**src/hw/utt_consts.vh**
```
`ifndef UTT_CONSTS_VH
`define UTT_CONSTS_VH

// Register bus geometry.
`define UTT_ADDR_W            12
`define UTT_DATA_W            32

// Register byte addresses.
`define UTT_ADDR_TUNING       12'h06c
`define UTT_ADDR_STATUS       12'h070

// Tuning register fields and reset values.
`define UTT_BIT_WMD           0
`define UTT_BIT_RBD           1
`define UTT_RBD_RST           1'h0
`define UTT_WMD_RST           1'h0

// Status register fields.
`define UTT_ST_WM_EN          0
`define UTT_ST_RB_EN          1
`define UTT_ST_STRAP          2
`define UTT_ST_LOADED         3
`define UTT_ST_THR_LSB        16
`define UTT_ST_THR_MSB        26

// Bus answer constants.
`define UTT_ZERO_WORD         32'h0000_0000

// Strap settling after reset release, in clock cycles.
`define UTT_STRAP_SETTLE      2'h2
`define UTT_STRAP_DONE        2'h3
`define UTT_CNT_RST           2'h0
`define UTT_CNT_ONE           2'h1

// Packet sizes and OUT watermark levels, in bytes.
`define UTT_SIZE_W            11
`define UTT_SIZE_ZERO         11'h000
`define UTT_WM_L0             11'h0bf
`define UTT_WM_L1             11'h0ff
`define UTT_WM_L2             11'h17f
`define UTT_WM_L3             11'h1ff
`define UTT_WM_L4             11'h27f
`define UTT_WM_L5             11'h2ff

`endif

```
**src/hw/utt_sync2.v**
```verilog
`timescale 1ns/100ps

// Two-stage synchroniser; the first stage feeds only the second.
module utt_sync2 (
  clk,
  rst_n,
  d,
  q
);
  input  wire clk;
  input  wire rst_n;
  input  wire d;
  output wire q;

  reg meta_reg;
  reg sync_reg;

  always @(posedge clk or negedge rst_n) begin
    if (!rst_n) begin
      meta_reg <= 1'b0;
      sync_reg <= 1'b0;
    end else begin
      meta_reg <= d;
      sync_reg <= meta_reg;
    end
  end

  assign q = sync_reg;

endmodule

```
**src/hw/utt_tuning.v**
```verilog
// Functional notes
// - Tuning register sits at byte offset 0x6C, 32 bits, read and write.
// - Ring buffer disable bit resets to the strap pin level.
// - Watermark disable bit resets to the strap pin level.
// - Writing 1 disables ring buffering; 0 enables it if strap is low.
// - Writing 1 disables OUT watermark; 0 enables it if strap is low.
// - Strap high makes the ring buffer disable bit read 1.
// - Strap high makes the watermark disable bit read 1.
// - Ring buffering enabled only with strap low and disable bit low.
// - Watermark enabled only with strap low and disable bit low.
// - Ring buffering lets the next IN packet start right after one ends.
// - Watermark starts OUT once fetched bytes reach the chosen level.
`timescale 1ns/100ps
`include "utt_consts.vh"

module utt_tuning (
  ref_clk,
  rst_n,
  clk_en,
  tuning_strap_pin,
  psel,
  penable,
  pwrite,
  paddr,
  pwdata,
  prdata,
  pready,
  pslverr,
  in_packet_done,
  in_drain_done,
  in_start_permit,
  out_packet_active,
  out_max_size,
  out_fetched,
  out_start,
  out_threshold,
  ring_buffer_enable,
  out_watermark_enable
);
  input  wire                     ref_clk;
  input  wire                     rst_n;
  input  wire                     clk_en;
  input  wire                     tuning_strap_pin;
  input  wire                     psel;
  input  wire                     penable;
  input  wire                     pwrite;
  input  wire [`UTT_ADDR_W-1:0]   paddr;
  input  wire [`UTT_DATA_W-1:0]   pwdata;
  output reg  [`UTT_DATA_W-1:0]   prdata;
  output reg                      pready;
  output reg                      pslverr;
  input  wire                     in_packet_done;
  input  wire                     in_drain_done;
  output reg                      in_start_permit;
  input  wire                     out_packet_active;
  input  wire [`UTT_SIZE_W-1:0]   out_max_size;
  input  wire [`UTT_SIZE_W-1:0]   out_fetched;
  output reg                      out_start;
  output reg  [`UTT_SIZE_W-1:0]   out_threshold;
  output reg                      ring_buffer_enable;
  output reg                      out_watermark_enable;

  // Largest listed watermark below the packet size; a packet too small
  // for any level falls back to its own full size.
  function [`UTT_SIZE_W-1:0] wm_level;
    input [`UTT_SIZE_W-1:0] max_size;
    begin
      if (max_size > `UTT_WM_L5) begin
        wm_level = `UTT_WM_L5;
      end else if (max_size > `UTT_WM_L4) begin
        wm_level = `UTT_WM_L4;
      end else if (max_size > `UTT_WM_L3) begin
        wm_level = `UTT_WM_L3;
      end else if (max_size > `UTT_WM_L2) begin
        wm_level = `UTT_WM_L2;
      end else if (max_size > `UTT_WM_L1) begin
        wm_level = `UTT_WM_L1;
      end else if (max_size > `UTT_WM_L0) begin
        wm_level = `UTT_WM_L0;
      end else begin
        wm_level = max_size;
      end
    end
  endfunction

  // Byte count at which an OUT packet may go out on the bus.
  function [`UTT_SIZE_W-1:0] start_level;
    input                   wm_en;
    input [`UTT_SIZE_W-1:0] max_size;
    begin
      if (wm_en) begin
        start_level = wm_level(max_size);
      end else begin
        start_level = max_size;
      end
    end
  endfunction

  // A disable bit reads as set while the strap forces the feature off.
  function bit_seen;
    input stored;
    input strap;
    begin
      bit_seen = stored | strap;
    end
  endfunction

  // A feature runs only with the strap low and its disable bit clear, and
  // stays off until the strap has been loaded after reset.
  function feature_on;
    input loaded;
    input strap;
    input dis;
    begin
      feature_on = loaded && !strap && !dis;
    end
  endfunction

  // Full-word compare of the bus address against one register address.
  function addr_hit;
    input [`UTT_ADDR_W-1:0] addr;
    input [`UTT_ADDR_W-1:0] target;
    begin
      addr_hit = (addr == target);
    end
  endfunction

  // Unmapped addresses and writes to the read-only status word are refused.
  function bus_refused;
    input is_tuning;
    input is_status;
    input is_write;
    begin
      bus_refused = !(is_tuning || (is_status && !is_write));
    end
  endfunction

  // Read image of the tuning word; the upper bits are not stored.
  function [`UTT_DATA_W-1:0] tuning_word;
    input rbd_bit;
    input wmd_bit;
    begin
      tuning_word = `UTT_ZERO_WORD;
      tuning_word[`UTT_BIT_RBD] = rbd_bit;
      tuning_word[`UTT_BIT_WMD] = wmd_bit;
    end
  endfunction

  // Read image of the status word.
  function [`UTT_DATA_W-1:0] status_word;
    input                   wm_en;
    input                   rb_en;
    input                   strap;
    input                   loaded;
    input [`UTT_SIZE_W-1:0] thr;
    begin
      status_word = `UTT_ZERO_WORD;
      status_word[`UTT_ST_WM_EN]  = wm_en;
      status_word[`UTT_ST_RB_EN]  = rb_en;
      status_word[`UTT_ST_STRAP]  = strap;
      status_word[`UTT_ST_LOADED] = loaded;
      status_word[`UTT_ST_THR_MSB:`UTT_ST_THR_LSB] = thr;
    end
  endfunction

  // Busy is set by a received IN packet and cleared by its drain; a new
  // packet in the same cycle as a drain keeps it set.
  function next_busy;
    input busy;
    input done;
    input drain;
    begin
      if (done) begin
        next_busy = 1'b1;
      end else if (drain) begin
        next_busy = 1'b0;
      end else begin
        next_busy = busy;
      end
    end
  endfunction

  wire                    rst_sync_n;
  wire                    strap_sync;

  reg  [1:0]              load_cnt_reg;
  reg  [1:0]              load_cnt_next;
  reg                     rbd_reg;
  reg                     rbd_next;
  reg                     wmd_reg;
  reg                     wmd_next;
  reg                     in_busy_reg;
  reg                     in_busy_next;
  reg                     out_started_reg;
  reg                     out_started_next;

  reg                     rbd_read;
  reg                     wmd_read;
  reg                     rb_en_now;
  reg                     wm_en_now;
  reg  [`UTT_SIZE_W-1:0]  thr_now;
  reg                     hit_tuning;
  reg                     hit_status;
  reg                     setup_phase;
  reg                     access_done;
  reg  [`UTT_DATA_W-1:0]  read_word;
  reg                     strap_ready;
  reg                     write_tuning;

  utt_sync2 u_rst_sync (
    .clk   (ref_clk),
    .rst_n (rst_n),
    .d     (1'b1),
    .q     (rst_sync_n)
  );

  utt_sync2 u_strap_sync (
    .clk   (ref_clk),
    .rst_n (rst_sync_n),
    .d     (tuning_strap_pin),
    .q     (strap_sync)
  );

  // Decode, effective enables and read data.
  always @* begin
    hit_tuning   = addr_hit(paddr, `UTT_ADDR_TUNING);
    hit_status   = addr_hit(paddr, `UTT_ADDR_STATUS);
    setup_phase  = psel && !penable;
    access_done  = psel && penable && pready;
    write_tuning = access_done && pwrite && hit_tuning;
    strap_ready  = (load_cnt_reg == `UTT_STRAP_DONE);
    rbd_read     = bit_seen(rbd_reg, strap_sync);
    wmd_read     = bit_seen(wmd_reg, strap_sync);
    rb_en_now    = feature_on(strap_ready, strap_sync, rbd_reg);
    wm_en_now    = feature_on(strap_ready, strap_sync, wmd_reg);
    thr_now      = start_level(wm_en_now, out_max_size);
    read_word    = `UTT_ZERO_WORD;
    if (hit_tuning) begin
      read_word = tuning_word(rbd_read, wmd_read);
    end else if (hit_status) begin
      read_word = status_word(wm_en_now, rb_en_now, strap_sync,
                              strap_ready, thr_now);
    end
  end

  // Strap load counter: counts up once after reset and then rests.
  always @* begin
    load_cnt_next = load_cnt_reg;
    if (load_cnt_reg != `UTT_STRAP_DONE) begin
      load_cnt_next = load_cnt_reg + `UTT_CNT_ONE;
    end
  end

  // Next state of the tuning bits.
  always @* begin
    rbd_next = rbd_reg;
    wmd_next = wmd_reg;
    // The strap is sampled once its synchroniser has filled.
    if (load_cnt_reg == `UTT_STRAP_SETTLE) begin
      rbd_next = strap_sync;
      wmd_next = strap_sync;
    end
    // A software write in the load cycle wins over the strap default.
    if (write_tuning) begin
      rbd_next = pwdata[`UTT_BIT_RBD];
      wmd_next = pwdata[`UTT_BIT_WMD];
    end
  end

  // IN overlap tracking.
  always @* begin
    in_busy_next = next_busy(in_busy_reg, in_packet_done, in_drain_done);
  end

  // OUT start tracking, rearmed when the packet ends.
  always @* begin
    out_started_next = out_started_reg;
    if (!out_packet_active) begin
      out_started_next = 1'b0;
    end else if (out_fetched >= thr_now) begin
      out_started_next = 1'b1;
    end
  end

  // Stored tuning bits and the strap load counter.
  always @(posedge ref_clk or negedge rst_sync_n) begin
    if (!rst_sync_n) begin
      load_cnt_reg <= `UTT_CNT_RST;
      rbd_reg      <= `UTT_RBD_RST;
      wmd_reg      <= `UTT_WMD_RST;
    end else if (clk_en) begin
      load_cnt_reg <= load_cnt_next;
      rbd_reg      <= rbd_next;
      wmd_reg      <= wmd_next;
    end
  end

  // Bus answer: every setup cycle gets a one-cycle access phase.
  always @(posedge ref_clk or negedge rst_sync_n) begin
    if (!rst_sync_n) begin
      prdata  <= `UTT_ZERO_WORD;
      pready  <= 1'b0;
      pslverr <= 1'b0;
    end else if (clk_en) begin
      if (setup_phase) begin
        pready  <= 1'b1;
        prdata  <= pwrite ? `UTT_ZERO_WORD : read_word;
        pslverr <= bus_refused(hit_tuning, hit_status, pwrite);
      end else begin
        pready  <= 1'b0;
        prdata  <= `UTT_ZERO_WORD;
        pslverr <= 1'b0;
      end
    end
  end

  // Transfer engine tracking state.
  always @(posedge ref_clk or negedge rst_sync_n) begin
    if (!rst_sync_n) begin
      in_busy_reg     <= 1'b0;
      out_started_reg <= 1'b0;
    end else if (clk_en) begin
      in_busy_reg     <= in_busy_next;
      out_started_reg <= out_started_next;
    end
  end

  // Qualifiers handed to the transfer engines.
  always @(posedge ref_clk or negedge rst_sync_n) begin
    if (!rst_sync_n) begin
      ring_buffer_enable   <= 1'b0;
      out_watermark_enable <= 1'b0;
      in_start_permit      <= 1'b0;
      out_start            <= 1'b0;
      out_threshold        <= `UTT_SIZE_ZERO;
    end else if (clk_en) begin
      ring_buffer_enable   <= rb_en_now;
      out_watermark_enable <= wm_en_now;
      // Without ring buffering the next IN waits for the drain.
      in_start_permit      <= rb_en_now || !in_busy_next;
      out_start            <= out_started_next && !out_started_reg;
      out_threshold        <= thr_now;
    end
  end

endmodule

```
**config.mk**
```make
export PLATFORM = sky130hd
export DESIGN_NAME = utt_tuning
export DESIGN_NICKNAME = d
export VERILOG_FILES = /design/src/hw/utt_sync2.v /design/src/hw/utt_tuning.v
export VERILOG_INCLUDE_DIRS = /design/src /design/src/hw
export SDC_FILE = /design/constraint.sdc
export NUM_CORES = 1
export LEC_CHECK = 0
export ABC_AREA = 1
export ABC_CLOCK_PERIOD_IN_PS = 2070
export BUFFER_PORTS_ARGS = -buffer_cell sky130_fd_sc_hd__buf_2
export CELL_PAD_IN_SITES_DETAIL_PLACEMENT = 2
export CELL_PAD_IN_SITES_GLOBAL_PLACEMENT = 2
export CORE_MARGIN = 5
export CORE_UTILIZATION = 26
export CTS_BUF_LIST = sky130_fd_sc_hd__clkbuf_8 sky130_fd_sc_hd__clkbuf_16
export DETAILED_ROUTE_END_ITERATION = 8
export GPL_TIMING_DRIVEN = 0
export PLACE_DENSITY = 0.94
export RECOVER_POWER = 100
export SYNTH_ARGS = -nofsm -noshare
export SYNTH_HDL_FRONTEND = slang
export SYNTH_HIERARCHICAL = 1
export SYNTH_SLANG_ARGS = --single-unit
```
**constraint.sdc**
```tcl
create_clock -name ref_clk -period 2.07 [get_ports ref_clk]
set_input_delay 0.207 -clock ref_clk [delete_from_list [all_inputs] [get_ports ref_clk]]
set_output_delay 0.207 -clock ref_clk [all_outputs]
set_load 0.02 [all_outputs]
```
==> run summary <==
DRC Markers: 0
Worst-path cell chain: ha_4, nand2_4, buf_6, nor3_4, buf_4, a21oi_2, inv_2, ha_4, nand2_4, nor2_4, a2111oi_4, nand2_2, nand2_2, o21ai_2
Grt total ovfl: 0
RSZ-0062 raised after global routing: yes
H-tree level count: 2
FF+latch count, synth: 42
Post-DR wirelength/cell: 17.46 um
Most common cell in the netlist: nand2_1
CORE AREA: 0.009109 mm2
Setup Viol. Count Final: 2
Area of the multi-input gates: 0.001365 mm2
Total CTS buffers: 5
Synth Flop Type: dfrtp_1
Final hold viol count: 0
Placed Area: 0.002979 mm2
Clk slew on worst S/H paths: 0.09 ns
Die area: 0.01122 mm2
Clock Latency Late Sink: 0.29 ns
CP arrival: 2.42 ns
Largest area contributor in the netlist: dfrtp_1
Dpl cells: 475
Area growth from synthesis to layout: 45.40%
Min-delay worst type: in2reg
Vias per cell: 4.584
Post-DP HPWL: 6.308 mm
Register area: 0.001054 mm2
IO buf count: 76
Vias in the first global route: 2717
Ranking of synthesized cells by area: dfrtp_1 44%, nand2_1 9.9%, ha_1 6.3%
Yosys warnings: 6
Share of the synthesized area in the top cell type: 0.4393
Layout cells sized above 1: 0.3939
CP Class: reg2reg
Setup crit end kind: register
Post-synth EDFFs: 0
Failing checks: setup timing
FFs w/ async S/R, synth: 1.000
Clock Sink Count: 42
Final setup margin: -0.1622 ns
Fin crit period: 2.232 ns
Filler cell count: 1052
Final Cell Area: 0.003478 mm2
Final Max Slew Viols: 0
Worst path slowest cell: dfrtp_1
WP data required: 2.26 ns
Final non-filler cell total: 507
DRT Wirelength: 8.852 mm
Max FFs per register: 15
Leakage: 1.683 nW
Root buf cell: clkbuf_8
Max-Cap Viols: 0
Die W: 105.9 um
Via count: 2324
Synthesized area: 0.002392 mm2
Status: finished, violations left
First-pass GRT wire length: 13.86 mm
Largest stage delay, worst path: 0.43 ns
Initial Utilization: 0.2626
Die height: 105.9 um
Initial DRC Count: 40
Row count: 35
Max Freq: 448.0 MHz
Netlist cell types: 34
Worst VDD drop: 0.3266 mV
CP startpoint kind: register
Post-synthesis instance total: 272
Least-Margin Pin Slew: 0.8953 ns
Slew margin rel.: 0.4031
Fin nets: 483
CP Max Fanout: 4
CTS Buffer Depth: 2
Clock skew: 0.01113 ns
Final cycle utilization of the critical path: 1.078
Power density cells: 740.0 mW/mm2
DRT antenna net count: 0
Avg Cell Area, Syn: 8.795 um2
Diodes inserted: 0
GP Congestion: 0.7696
Num ports: 125
Largest net degree at the start of global routing: 41
Commonest cells in the netlist: 63 x nand2_1, 42 x dfrtp_1, 26 x inv_1, 17 x buf_4, 17 x nor2_1
Pre-antenna DRT Iters: 4
Global Route Usage Sum: 0.1565
Seq/Total Area, Yosys: 0.4393
CTS tree: done
Initial antenna violation count: 0
## what timing repair did
action / 4_1_cts / 5_1_grt
setup endpoints to repair: 2 / 4
cloned: 0 / 0
pin swaps: 15 / 8
buffers inserted: 21 / 5
hold endpoints to repair: 2 / 0
resized for setup: 33 / 16
hold buffers: 1 / 0
## worst paths after layout
kind	start	end	slack [ns]	cells after the start
worst max-delay path	load_cnt_reg[0]	out_started_reg	-0.16	14
worst min-delay path	tuning_strap_pin	u_strap_sync/meta_reg	0.03	1
worst max register to register	load_cnt_reg[0]	out_started_reg	-0.16	14
worst min register to register	u_rst_sync/meta_reg	u_rst_sync/q	0.37	0
max in group asynchronous	u_rst_sync/q	u_strap_sync/q	1.03	0
min in group asynchronous	rst_n	u_rst_sync/meta_reg	0.22	2
## metal layers
layer	track usage	share of wire	up-vias
li1	-	-	1102
met5	0	0	-
met4	0.04533	0.016	0
met1	0.1667	0.37	1152
met3	0.02672	0.036	13
met2	0.3115	0.57	57
## area by class of cell
cell class / count / area share
sequential: 42 / 0.3029
multi-input combinational: 193 / 0.3924
clock buffer: 5 / 0.01978
inverter: 30 / 0.03525
buffer: 23 / 0.04568
timing repair buffer: 100 / 0.1522
tap: 111 / 0.03993
clock inverter: 3 / 0.01187
## worst max-delay path, delay by kind of cell (launching register included)
kind                       cells  cell delay, ns
AOI/OAI and AO/OA              3            0.40
adders and majority gates      2            0.44
and+or+nand+nor                6            0.50
DFF                            1            0.43
buffers and inverters          3            0.35
## kinds of logic (layout without fill, tap and decap cells)
logic type / after synthesis / in the layout / share of synthesized area
other: 2 / 18 / 0.003139
AOI/OAI and AO/OA: 52 / 52 / 0.1407
buffers and inverters: 53 / 161 / 0.1135
DFF: 42 / 42 / 0.4393
and+or+nand+nor: 110 / 110 / 0.2369
adders and majority gates: 12 / 12 / 0.06276
xor gates and xnor gates: 1 / 1 / 0.003662
## cells in the final DEF (no fill, tap or decap), types with 5 or more instances in the layout
cell,netlist,final
buf_2,1,44
clkbuf_1,4,37
nor2_1,17,14
nand2_1,63,57
buf_4,17,38
ha_4,0,8
nor2_4,4,10
conb_1,2,18
nand2_4,3,6
o21ai_2,9,12
o21ai_0,16,15
o21ai_1,10,8
dfrtp_1,42,40
inv_1,26,26
nand3_1,7,6
clkbuf_8,0,5
## stage by stage
stage	hold slack, ns	setup slack [ns]	util	setup TNS (ns)	power, mW
2_1_floorplan	-0.08859	0.004212	-	0	1.404
3_3_place_gp	-0.007526	-0.3992	0.3269	-0.7964	1.589
3_5_place_dp	-0.001308	-0.5004	0.3271	-0.9752	1.637
4_1_cts	0.02006	-0.1030	0.3729	-0.2415	2.464
5_1_grt	0.01172	-0.2975	0.3819	-0.6117	2.726
6_report	0.02901	-0.1622	0.3819	-0.3143	2.574
## power breakdown
group | internal, mW | switching, mW
clock network | 0.355 | 0.297
registers | 0.915 | 0.0915
logic | 0.393 | 0.522
total | 1.66 | 0.910
(Power assumes the default switching activity.)
